### config.mk
export PLATFORM = sky130hd
export DESIGN_NAME = sbcs_sequencer
export DESIGN_NICKNAME = d
export VERILOG_FILES = /design/src/rtl/sbcs_pkg.sv /design/src/rtl/sbcs_integrator.sv /design/src/rtl/sbcs_sequencer.sv
export SDC_FILE = /design/constraint.sdc
export NUM_CORES = 1
export LEC_CHECK = 0
export BUFFER_PORTS_ARGS = -buffer_cell sky130_fd_sc_hd__buf_2
export CORE_MARGIN = 3
export CORE_UTILIZATION = 45
export CTS_CLUSTER_DIAMETER = 50
export DETAILED_ROUTE_END_ITERATION = 10
export PLACE_DENSITY = 0.61
export SLEW_MARGIN = 25
export SYNTH_ARGS = -nofsm -noshare
export SYNTH_HDL_FRONTEND = slang
export SYNTH_HIERARCHICAL = 1
export SYNTH_SLANG_ARGS = --single-unit
### constraint.sdc
create_clock -name pclk -period 3.15 [get_ports pclk]
set_input_delay 0.1575 -clock pclk [delete_from_list [all_inputs] [get_ports pclk]]
set_output_delay 0.1575 -clock pclk [all_outputs]
set_load 0.03 [all_outputs]
### src/rtl/sbcs_pkg.sv
// Shared constants, types and register map of the conversion sequencer.
package sbcs_pkg;

	// Clock rate of pclk in MHz.
	localparam int CLK_MHZ = 125;
	// Unit of the integration period field, in microseconds.
	localparam int TICK_US = 100;
	// Cycles of pclk in one period unit.
	localparam int TICK_CYCLES_DEF = TICK_US * CLK_MHZ;
	// Shortest legal single-group integration period, in microseconds.
	localparam int MIN_PERIOD_US = 2800;
	// Shortest period in units, rounded up to whole units.
	localparam logic [15:0] MIN_TICKS =
		16'((MIN_PERIOD_US + TICK_US - 1) / TICK_US);

	// Register byte offsets on the APB bus.
	localparam logic [7:0] CTRL_OFF   = 8'h00;
	localparam logic [7:0] PERIOD_OFF = 8'h04;
	localparam logic [7:0] STATUS_OFF = 8'h08;
	localparam logic [7:0] RAW_X_OFF  = 8'h10;
	localparam logic [7:0] RAW_Y_OFF  = 8'h14;
	localparam logic [7:0] RAW_Z_OFF  = 8'h18;
	localparam logic [7:0] RAW_N_OFF  = 8'h1c;
	localparam logic [7:0] RAW_D_OFF  = 8'h20;
	localparam logic [7:0] RAW_C_OFF  = 8'h24;
	localparam logic [7:0] CAL_X_OFF  = 8'h30;
	localparam logic [7:0] CAL_Y_OFF  = 8'h34;
	localparam logic [7:0] CAL_Z_OFF  = 8'h38;

	// Control register field positions.
	localparam int BANK_LSB     = 0;
	localparam int ALERT_EN_BIT = 2;
	localparam int READY_BIT    = 3;

	// Reset values.
	localparam logic [15:0] PERIOD_RST = 16'h0064;

	// Photodiode channel indices.
	localparam int NUM_CH = 6;
	localparam int CH_X   = 0;
	localparam int CH_Y   = 1;
	localparam int CH_Z   = 2;
	localparam int CH_N   = 3;
	localparam int CH_D   = 4;
	localparam int CH_C   = 5;
	// Channels that belong to each photodiode group.
	localparam logic [5:0] G1_MASK = 6'h0f;
	localparam logic [5:0] G2_MASK = 6'h33;

	// Bank modes, a two-bit binary field.
	typedef enum logic [1:0] {
		BANK_G1      = 2'h0,
		BANK_G2      = 2'h1,
		BANK_BOTH    = 2'h2,
		BANK_ONESHOT = 2'h3
	} sbcs_bank_t;
	localparam sbcs_bank_t BANK_RST = BANK_ONESHOT;

	// Sequencer states, Gray coded along idle, first, second.
	typedef enum logic [1:0] {
		ST_IDLE   = 2'h0,
		ST_FIRST  = 2'h1,
		ST_SECOND = 2'h3
	} sbcs_state_t;

	// One full set of channel results.
	typedef struct packed {
		logic [15:0] x;
		logic [15:0] y;
		logic [15:0] z;
		logic [15:0] near_infrared_channel;
		logic [15:0] dark;
		logic [15:0] clear;
	} sbcs_res_t;

endpackage

### src/rtl/sbcs_integrator.sv
// One photodiode channel converter: a saturating 16-bit integrator.
module sbcs_integrator (
	input  wire logic        pclk,
	input  wire logic        presetn,
	input  wire logic        clear,
	input  wire logic        enable,
	input  wire logic [7:0]  sample,
	output logic      [15:0] total
);

	// Running sum, one bit wider to see overflow.
	logic [16:0] sum_d;
	logic [15:0] total_q;

	// Next sum; a carry means the converter has hit full scale.
	always_comb begin
		sum_d = {1'b0, total_q} + {9'h000, sample};
	end

	// Clear starts a fresh period; saturation keeps the code monotonic.
	always_ff @(posedge pclk or negedge presetn) begin
		if (!presetn) begin
			total_q <= 16'h0000;
		end else if (clear) begin
			total_q <= 16'h0000;
		end else if (enable) begin
			total_q <= sum_d[16] ? 16'hffff : sum_d[15:0];
		end
	end

	assign total = total_q;

endmodule

### src/rtl/sbcs_sequencer.sv
// Conversion sequencer for a six-channel colour sensor with APB registers.
//
// The register offsets and the APB interface to the registers were left to the implementer.
module sbcs_sequencer #(
	parameter int TICK_CYCLES = sbcs_pkg::TICK_CYCLES_DEF
) (
	input  wire logic             pclk,
	input  wire logic             presetn,
	input  wire logic             psel,
	input  wire logic             penable,
	input  wire logic             pwrite,
	input  wire logic [7:0]       paddr,
	input  wire logic [31:0]      pwdata,
	input  wire logic [5:0][7:0]  diode_level,
	output logic      [31:0]      prdata,
	output logic                  pready,
	output logic                  pslverr,
	output logic                  alert_n
);

	localparam int DIV_W = $clog2(TICK_CYCLES);

	// Pin synchroniser stages; the first is read only by the second.
	logic [5:0][7:0]      lvl_s1_q;
	logic [5:0][7:0]      lvl_s2_q;
	// Period unit divider and its one-cycle enable.
	logic [DIV_W-1:0]     div_q;
	logic                 tick_q;
	// Control and period registers written by software.
	sbcs_pkg::sbcs_bank_t bank_q;
	logic                 alert_en_q;
	logic [15:0]          period_q;
	// Sequencer state and period counter.
	sbcs_pkg::sbcs_state_t state_q;
	logic [15:0]          per_cnt_q;
	// Converter outputs, staging buffer and visible results.
	logic [5:0][15:0]     acc;
	sbcs_pkg::sbcs_res_t  stage_q;
	sbcs_pkg::sbcs_res_t  res_q;
	logic [15:0]          cal_x_q;
	logic [15:0]          cal_y_q;
	logic [15:0]          cal_z_q;
	// Groups waiting to move from staging into the results.
	logic [1:0]           pend_q;
	logic                 ready_q;
	logic                 alert_n_q;
	// APB answer flops.
	logic [31:0]          prdata_q;
	logic                 pready_q;
	logic                 pslverr_q;

	// Decoded bus and sequencer events.
	logic                 setup;
	logic                 access;
	logic                 wr_ctrl;
	logic                 rd_ctrl;
	logic                 rd_result;
	logic                 result_addr;
	logic                 hold;
	logic                 restart;
	logic                 period_end;
	logic                 commit;
	logic [15:0]          eff_period;
	logic [5:0]           ch_en;
	logic                 mapped;
	logic [31:0]          rd_mux;

	// Dark-corrected value, floored at zero rather than wrapping.
	function automatic logic [15:0] dark_sub(input logic [15:0] v,
		input logic [15:0] d);
		dark_sub = (v > d) ? (v - d) : 16'h0000;
	endfunction

	// Two-flop synchroniser for the photodiode level pins.
	always_ff @(posedge pclk or negedge presetn) begin
		if (!presetn) begin
			lvl_s1_q <= '0;
			lvl_s2_q <= '0;
		end else begin
			lvl_s1_q <= diode_level;
			lvl_s2_q <= lvl_s1_q;
		end
	end

	// Divider makes one enable pulse per period unit.
	always_ff @(posedge pclk or negedge presetn) begin
		if (!presetn) begin
			div_q  <= '0;
			tick_q <= 1'b0;
		end else if (div_q == DIV_W'(TICK_CYCLES - 1)) begin
			div_q  <= '0;
			tick_q <= 1'b1;
		end else begin
			div_q  <= div_q + 1'b1;
			tick_q <= 1'b0;
		end
	end

	// Bus phases; writes and read side effects act at the access edge.
	always_comb begin
		setup       = psel && !penable;
		access      = psel && penable && pready_q;
		result_addr = (paddr >= sbcs_pkg::RAW_X_OFF) &&
			(paddr <= sbcs_pkg::CAL_Z_OFF) && mapped;
		wr_ctrl     = access && pwrite && (paddr == sbcs_pkg::CTRL_OFF);
		rd_ctrl     = access && !pwrite && (paddr == sbcs_pkg::CTRL_OFF);
		rd_result   = access && !pwrite && result_addr;
		// A result read in flight freezes the visible results.
		hold        = psel && !pwrite && result_addr;
	end

	// Too-short settings run at the shortest legal period instead.
	always_comb begin
		eff_period = (period_q < sbcs_pkg::MIN_TICKS) ?
			sbcs_pkg::MIN_TICKS : period_q;
		// The end falls one cycle after the last unit's tick, so that tick's
		// sample is still inside the totals that staging catches.
		period_end = (state_q != sbcs_pkg::ST_IDLE) &&
			(per_cnt_q >= eff_period);
		restart    = wr_ctrl;
		commit     = (pend_q != 2'h0) && !hold;
	end

	// Control register: bank field and alert enable.
	always_ff @(posedge pclk or negedge presetn) begin
		if (!presetn) begin
			bank_q     <= sbcs_pkg::BANK_RST;
			alert_en_q <= 1'b0;
		end else if (wr_ctrl) begin
			// Every two-bit value is a legal mode.
			bank_q     <= sbcs_pkg::sbcs_bank_t'(pwdata[1:0]);
			alert_en_q <= pwdata[sbcs_pkg::ALERT_EN_BIT];
		end
	end

	// Integration period register, in period units.
	always_ff @(posedge pclk or negedge presetn) begin
		if (!presetn) begin
			period_q <= sbcs_pkg::PERIOD_RST;
		end else if (access && pwrite && (paddr == sbcs_pkg::PERIOD_OFF)) begin
			period_q <= pwdata[15:0];
		end
	end

	// Group sequence. Writing control restarts from a clean period, so
	// a one-shot write always yields two fresh periods.
	always_ff @(posedge pclk or negedge presetn) begin
		if (!presetn) begin
			state_q <= sbcs_pkg::ST_IDLE;
		end else if (restart) begin
			if (pwdata[1:0] == sbcs_pkg::BANK_G2) begin
				state_q <= sbcs_pkg::ST_SECOND;
			end else begin
				state_q <= sbcs_pkg::ST_FIRST;
			end
		end else if (period_end) begin
			unique case (state_q)
				sbcs_pkg::ST_FIRST: begin
					// Mode zero repeats group one; others go on to two.
					if (bank_q == sbcs_pkg::BANK_G1) begin
						state_q <= sbcs_pkg::ST_FIRST;
					end else begin
						state_q <= sbcs_pkg::ST_SECOND;
					end
				end
				sbcs_pkg::ST_SECOND: begin
					if (bank_q == sbcs_pkg::BANK_ONESHOT) begin
						state_q <= sbcs_pkg::ST_IDLE;
					end else if (bank_q == sbcs_pkg::BANK_G2) begin
						state_q <= sbcs_pkg::ST_SECOND;
					end else begin
						state_q <= sbcs_pkg::ST_FIRST;
					end
				end
				default: begin
					// Idle never reaches here since period_end needs a group.
					state_q <= sbcs_pkg::ST_IDLE;
				end
			endcase
		end
	end

	// Period counter in units; cleared at each group boundary.
	always_ff @(posedge pclk or negedge presetn) begin
		if (!presetn) begin
			per_cnt_q <= 16'h0000;
		end else if (restart || period_end) begin
			per_cnt_q <= 16'h0000;
		end else if (tick_q && (state_q != sbcs_pkg::ST_IDLE)) begin
			per_cnt_q <= per_cnt_q + 16'h0001;
		end
	end

	// Each channel integrates while its group is being converted.
	always_comb begin
		ch_en = 6'h00;
		if (state_q == sbcs_pkg::ST_FIRST) begin
			ch_en = sbcs_pkg::G1_MASK;
		end else if (state_q == sbcs_pkg::ST_SECOND) begin
			ch_en = sbcs_pkg::G2_MASK;
		end
	end

	// One converter per photodiode channel.
	for (genvar ch = 0; ch < sbcs_pkg::NUM_CH; ch++) begin : g_ch
		sbcs_integrator u_int (
			.pclk    (pclk),
			.presetn (presetn),
			.clear   (restart || period_end),
			.enable  (tick_q && ch_en[ch]),
			.sample  (lvl_s2_q[ch]),
			.total   (acc[ch])
		);
	end

	// First buffer stage: catch a group's totals at its period end.
	always_ff @(posedge pclk or negedge presetn) begin
		if (!presetn) begin
			stage_q <= '0;
		end else if (period_end && (state_q == sbcs_pkg::ST_FIRST)) begin
			stage_q.x   <= acc[sbcs_pkg::CH_X];
			stage_q.y   <= acc[sbcs_pkg::CH_Y];
			stage_q.z   <= acc[sbcs_pkg::CH_Z];
			stage_q.near_infrared_channel <= acc[sbcs_pkg::CH_N];
		end else if (period_end && (state_q == sbcs_pkg::ST_SECOND)) begin
			stage_q.x     <= acc[sbcs_pkg::CH_X];
			stage_q.y     <= acc[sbcs_pkg::CH_Y];
			stage_q.dark  <= acc[sbcs_pkg::CH_D];
			stage_q.clear <= acc[sbcs_pkg::CH_C];
		end
	end

	// Pending groups: bit 0 group one fields, bit 1 group two fields.
	always_ff @(posedge pclk or negedge presetn) begin
		if (!presetn) begin
			pend_q <= 2'h0;
		end else if (restart) begin
			pend_q <= 2'h0;
		end else if (period_end && (state_q == sbcs_pkg::ST_FIRST) &&
			(bank_q == sbcs_pkg::BANK_G1)) begin
			pend_q <= 2'h1;
		end else if (period_end && (state_q == sbcs_pkg::ST_SECOND)) begin
			// Modes two and three publish all six after the pair.
			pend_q <= (bank_q == sbcs_pkg::BANK_G2) ? 2'h2 : 2'h3;
		end else if (commit) begin
			pend_q <= 2'h0;
		end
	end

	// Second buffer stage: visible results, only the pending fields move.
	always_ff @(posedge pclk or negedge presetn) begin
		if (!presetn) begin
			res_q <= '0;
		end else if (commit) begin
			if (pend_q[0]) begin
				res_q.x   <= stage_q.x;
				res_q.y   <= stage_q.y;
				res_q.z   <= stage_q.z;
				res_q.near_infrared_channel <= stage_q.near_infrared_channel;
			end
			if (pend_q[1]) begin
				res_q.x     <= stage_q.x;
				res_q.y     <= stage_q.y;
				res_q.dark  <= stage_q.dark;
				res_q.clear <= stage_q.clear;
			end
		end
	end

	// Corrected colour values exist only when both groups were converted.
	always_ff @(posedge pclk or negedge presetn) begin
		if (!presetn) begin
			cal_x_q <= 16'h0000;
			cal_y_q <= 16'h0000;
			cal_z_q <= 16'h0000;
		end else if (commit && (pend_q == 2'h3)) begin
			cal_x_q <= dark_sub(stage_q.x, stage_q.dark);
			cal_y_q <= dark_sub(stage_q.y, stage_q.dark);
			cal_z_q <= dark_sub(stage_q.z, stage_q.dark);
		end
	end

	// Ready flag; a new result wins over a same-cycle clearing read.
	always_ff @(posedge pclk or negedge presetn) begin
		if (!presetn) begin
			ready_q <= 1'b0;
		end else if (commit) begin
			ready_q <= 1'b1;
		end else if (rd_result) begin
			ready_q <= 1'b0;
		end
	end

	// Alert line stays low until control is read, even across periods.
	always_ff @(posedge pclk or negedge presetn) begin
		if (!presetn) begin
			alert_n_q <= 1'b1;
		end else if (commit && alert_en_q) begin
			alert_n_q <= 1'b0;
		end else if (rd_ctrl) begin
			alert_n_q <= 1'b1;
		end
	end

	// Register read multiplexer; unmapped offsets read zero with error.
	always_comb begin
		mapped = 1'b1;
		rd_mux = 32'h0000_0000;
		unique case (paddr)
			sbcs_pkg::CTRL_OFF: begin
				rd_mux[1:0] = bank_q;
				rd_mux[sbcs_pkg::ALERT_EN_BIT] = alert_en_q;
				rd_mux[sbcs_pkg::READY_BIT] = ready_q;
			end
			sbcs_pkg::PERIOD_OFF: rd_mux[15:0] = period_q;
			sbcs_pkg::STATUS_OFF: rd_mux[3:0] = {pend_q, state_q};
			sbcs_pkg::RAW_X_OFF:  rd_mux[15:0] = res_q.x;
			sbcs_pkg::RAW_Y_OFF:  rd_mux[15:0] = res_q.y;
			sbcs_pkg::RAW_Z_OFF:  rd_mux[15:0] = res_q.z;
			sbcs_pkg::RAW_N_OFF:  rd_mux[15:0] = res_q.near_infrared_channel;
			sbcs_pkg::RAW_D_OFF:  rd_mux[15:0] = res_q.dark;
			sbcs_pkg::RAW_C_OFF:  rd_mux[15:0] = res_q.clear;
			sbcs_pkg::CAL_X_OFF:  rd_mux[15:0] = cal_x_q;
			sbcs_pkg::CAL_Y_OFF:  rd_mux[15:0] = cal_y_q;
			sbcs_pkg::CAL_Z_OFF:  rd_mux[15:0] = cal_z_q;
			default: mapped = 1'b0;
		endcase
	end

	// APB answer: data captured in setup, ready in the first access cycle.
	// Capturing early keeps every output on a flop at no wait-state cost.
	always_ff @(posedge pclk or negedge presetn) begin
		if (!presetn) begin
			prdata_q  <= 32'h0000_0000;
			pready_q  <= 1'b0;
			pslverr_q <= 1'b0;
		end else begin
			pready_q  <= setup;
			pslverr_q <= setup && !mapped;
			if (setup && !pwrite) begin
				prdata_q <= rd_mux;
			end
		end
	end

	assign prdata  = prdata_q;
	assign pready  = pready_q;
	assign pslverr = pslverr_q;
	assign alert_n = alert_n_q;
endmodule

==> metrics.yaml <==
synth_edf_count: 0
die_width_um: 245.6
hpwlAfterDp_mm: 49.77
fp-row-count: 87
synth-main-ff-cell: "dfrtp_1"
routedWlPerCell_um: 21.46
rr_startpoint: "period_q[5]"
place_inst: 3120
vias: 19170
synth_mux_area_frac: 0.1008
gp_congestion: 0.9253
drtIter0Drc: 1392
path_max_fanout: 5
syn_area_um2: 25830
place_ws_ns: -0.003183
clock_sinks: 506
min_path_type: "primary input to flop"
ff2ff_path_depth: 15
maxCapViolations: 0
p_per_area_nw_per_um2: 477.1
path_class: "flop to flop"
grt_busiest_layer: "met2"
syn_avg_cell_area_um2: 11.30
antenna_found_initial: 2
met3_usage: 0.05365
synth_top_cell_area_share: 0.4844
place_area_um2: 27460
power.leakage_nw: 14.42
grt_remaining_overflow: 0
ys_types: 101
fin_area_um2: 30770
grt_util_met2: 0.3698
fin_cells: 3317
slew_headroom: 0.4530
fin_nets: 2728
ys_seq_area_frac: 0.4905
synth_most_common_cell: "dfrtp_1"
setup_ws_ns: 0.05889
synthXorXnorAreaFrac: 0.02848
grt_pass1_vias: 19340
peakVddDrop_mv: 0.3690
setup_viol: 0
cp-start-kind: "flop"
first_pass_iters: 6
antenna_cells: 0
crit_slowest_cell: "dfstp_2"
clk_pin_slew_ns: 0.06
design.core.area_um2: 56600
fmax_mhz: 323.5
whs_ns: 0.03669
synth_top_family_by_area: "compound AO/OA/AOI/OAI gates"
crit_required_ns: 3.60
synthSimpleGateAreaFrac: 0.1157
yosysWarnings: 6
period_share: 0.9813
rsz0062_at_grt: "true"
synth_seq_cells: 506
synthArstFlopShare: 1.000
die_area_um2: 60310
synth_compound_area_frac: 0.1651
synth_largest_area_cell: "dfrtp_1"
min_path_cells: 4
status: "complete, no violations"
min_period_ns: 3.091
cts_buffers: 68
hold_start: "pwrite"
h-tree-depth: 3
finalMaxSlewViolations: 0
fin_setup_tns_ns: 0
root_buffer: "clkbuf_16"
clk_latency_ns: 0.60
dieHeight_um: 245.6
path_cells: "nor4_4 -> nand2_1 -> a311oi_2 -> buf_4 -> nor2_2 -> ha_4 -> nand2_1 -> o21ai_1 -> a21oi_2 -> o21a_1 -> o22ai_4 -> buf_8 -> clkbuf_16 -> nor2b_4 -> mux2_4"
cp-end-kind: "flop"
finClkSkew_ns: 0.01934
hold_violations: 0
r2r_slack_ns: 0.06
synth_common_cells: "500 x dfrtp_1, 167 x nor2_1, 166 x mux2_2"
portBuffers: 95
initial_core_util: 0.4563
cts_tree: "yes"
synthAdderAreaFrac: 0.06263
clockBufferDepth: 3
drc: 0
grt_max_degree: 98
detail-route-antenna-nets: 0
final_layout_size_suffix_gt1_frac: 0.2464
io-pin-count: 128
max_stage_delay_ns: 0.41
crit_top_cell: "nand2_1"
cp.arrival_ns: 3.54
hold_end: "alert_n"
post_drt_via_cell_ratio: 5.779
gr-usage-met1: 0.3120
tightest_slew_ns: 0.8182
grt_pass1_wl_mm: 109.2
synth_area_leaders: "dfrtp_1 48%, mux2_2 7.2%, ha_1 5.5%"
r2r_end: "g_ch[2].u_int/total[11]"
grtUsageTotal: 0.2315
areaGrowthSynthToFinish_pct: 19.11
syn_inst: 2285
drt_wl_total_mm: 71.20
metrics by stage:
step	power [mW]	utilization
6_report	14.68	0.5435
5_1_grt	15.21	0.5435
4_1_cts	14.87	0.5358
3_5_place_dp	7.340	0.4852
3_3_place_gp	7.328	0.4850
2_1_floorplan	7.034	-
power by group:
part | total, mW | internal (mW) | switching (mW)
clock network | 7.39 | 4.46 | 2.94
registers | 6.67 | 6.60 | 0.0626
logic | 0.619 | 0.212 | 0.407
flip-flops by register name, summed over array words and instances, names as in the netlist, 16 cells and up:
register	count
cal_x_q	16
cal_y_q	16
cal_z_q	16
g_ch.u_int/total	96
lvl_s1_q	48
lvl_s2_q	48
per_cnt_q	16
period_q	16
prdata	16
res_q	96
stage_q	96
critical path: cells and delay by family (launching register included):
| kind | cells | cell delay [ns] |
|---|---|---|
| AND/OR/NAND/NOR | 5 | 0.51 |
| flip-flops | 1 | 0.41 |
| adder cells (fa/ha/maj) | 1 | 0.27 |
| AO/OA/AOI/OAI | 5 | 0.91 |
| multiplexers | 1 | 0.26 |
| buffers and inverters | 3 | 0.58 |
cells in the final DEF, fill, tap and decap left out, types with 17 or more instances in the layout:
| cell type | Yosys | layout |
|---|---|---|
| mux2i_1 | 28 | 28 |
| buf_2 | 32 | 94 |
| mux2_2 | 166 | 163 |
| nor2b_1 | 36 | 31 |
| mux2_4 | 25 | 32 |
| nor2_1 | 167 | 164 |
| dlygate4sd3_1 | 0 | 68 |
| a311oi_2 | 21 | 36 |
| nand3_1 | 49 | 49 |
| clkbuf_16 | 0 | 75 |
| dfrtp_1 | 500 | 500 |
| a22oi_1 | 30 | 30 |
| buf_4 | 30 | 69 |
| nor3_1 | 23 | 22 |
| a22o_1 | 44 | 44 |
| and4_1 | 17 | 17 |
| a21oi_1 | 137 | 129 |
| inv_1 | 71 | 71 |
| a31oi_1 | 24 | 24 |
| o21ai_0 | 96 | 94 |
| nand2_1 | 126 | 126 |
| a21o_1 | 26 | 26 |
| a211oi_1 | 22 | 21 |
| ha_1 | 114 | 112 |
| and3_1 | 24 | 24 |
| xnor2_1 | 44 | 44 |
| xor2_1 | 40 | 40 |
what timing repair did:
| action | CTS | global route |
|---|---|---|
| hold endpoints to repair | 145 | 0 |
| gates resized for setup | 1 | 55 |
| setup endpoints to repair | 1 | 152 |
| pin swaps | 1 | 4 |
| gates cloned | 0 | 7 |
| hold buffers | 68 | 0 |
| buffers inserted | 0 | 3 |
final cells by class:
type	instances	area, µm²
Inverter	71	266.5
Multi-Input combinational cell	1608	12570
Clock inverter	27	234.0
Sequential cell	506	12670
Tap cell	756	945.9
Fill cell	4920	25840
Timing Repair Buffer	257	2137
Clock buffer	92	1946
how the worst max path moves through the flow:
stage | from | end | slack, ns
floorplan | period_q[14] | g_ch[4].u_int/total[8] | 0.006
global placement | period_q[14] | g_ch[1].u_int/total[11] | -0.05
detailed placement | period_q[14] | g_ch[1].u_int/total[11] | -0.003
CTS | period_q[11] | g_ch[4].u_int/total[15] | 0.02
global route | period_q[12] | g_ch[5].u_int/total[11] | -0.08
finish | period_q[5] | g_ch[2].u_int/total[11] | 0.06
routing by layer:
| metal | routed length, µm | part of all wire |
|---|---|---|
| met1 | 31420 | 0.44 |
| met2 | 32800 | 0.46 |
| met3 | 4541 | 0.064 |
| met4 | 2414 | 0.034 |
| met5 | 23 | 0.00032 |
logic make-up (layout without fill, tap and decap cells):
kind of cell	after synthesis	in the layout
simple gates	573	573
flops	506	506
fa+ha+maj	124	124
compound gates	585	585
mux	226	226
other cells	1	16
xor+xnor	84	84
buf+inv	186	447
Note: power is estimated with default switching activity, not from simulation.
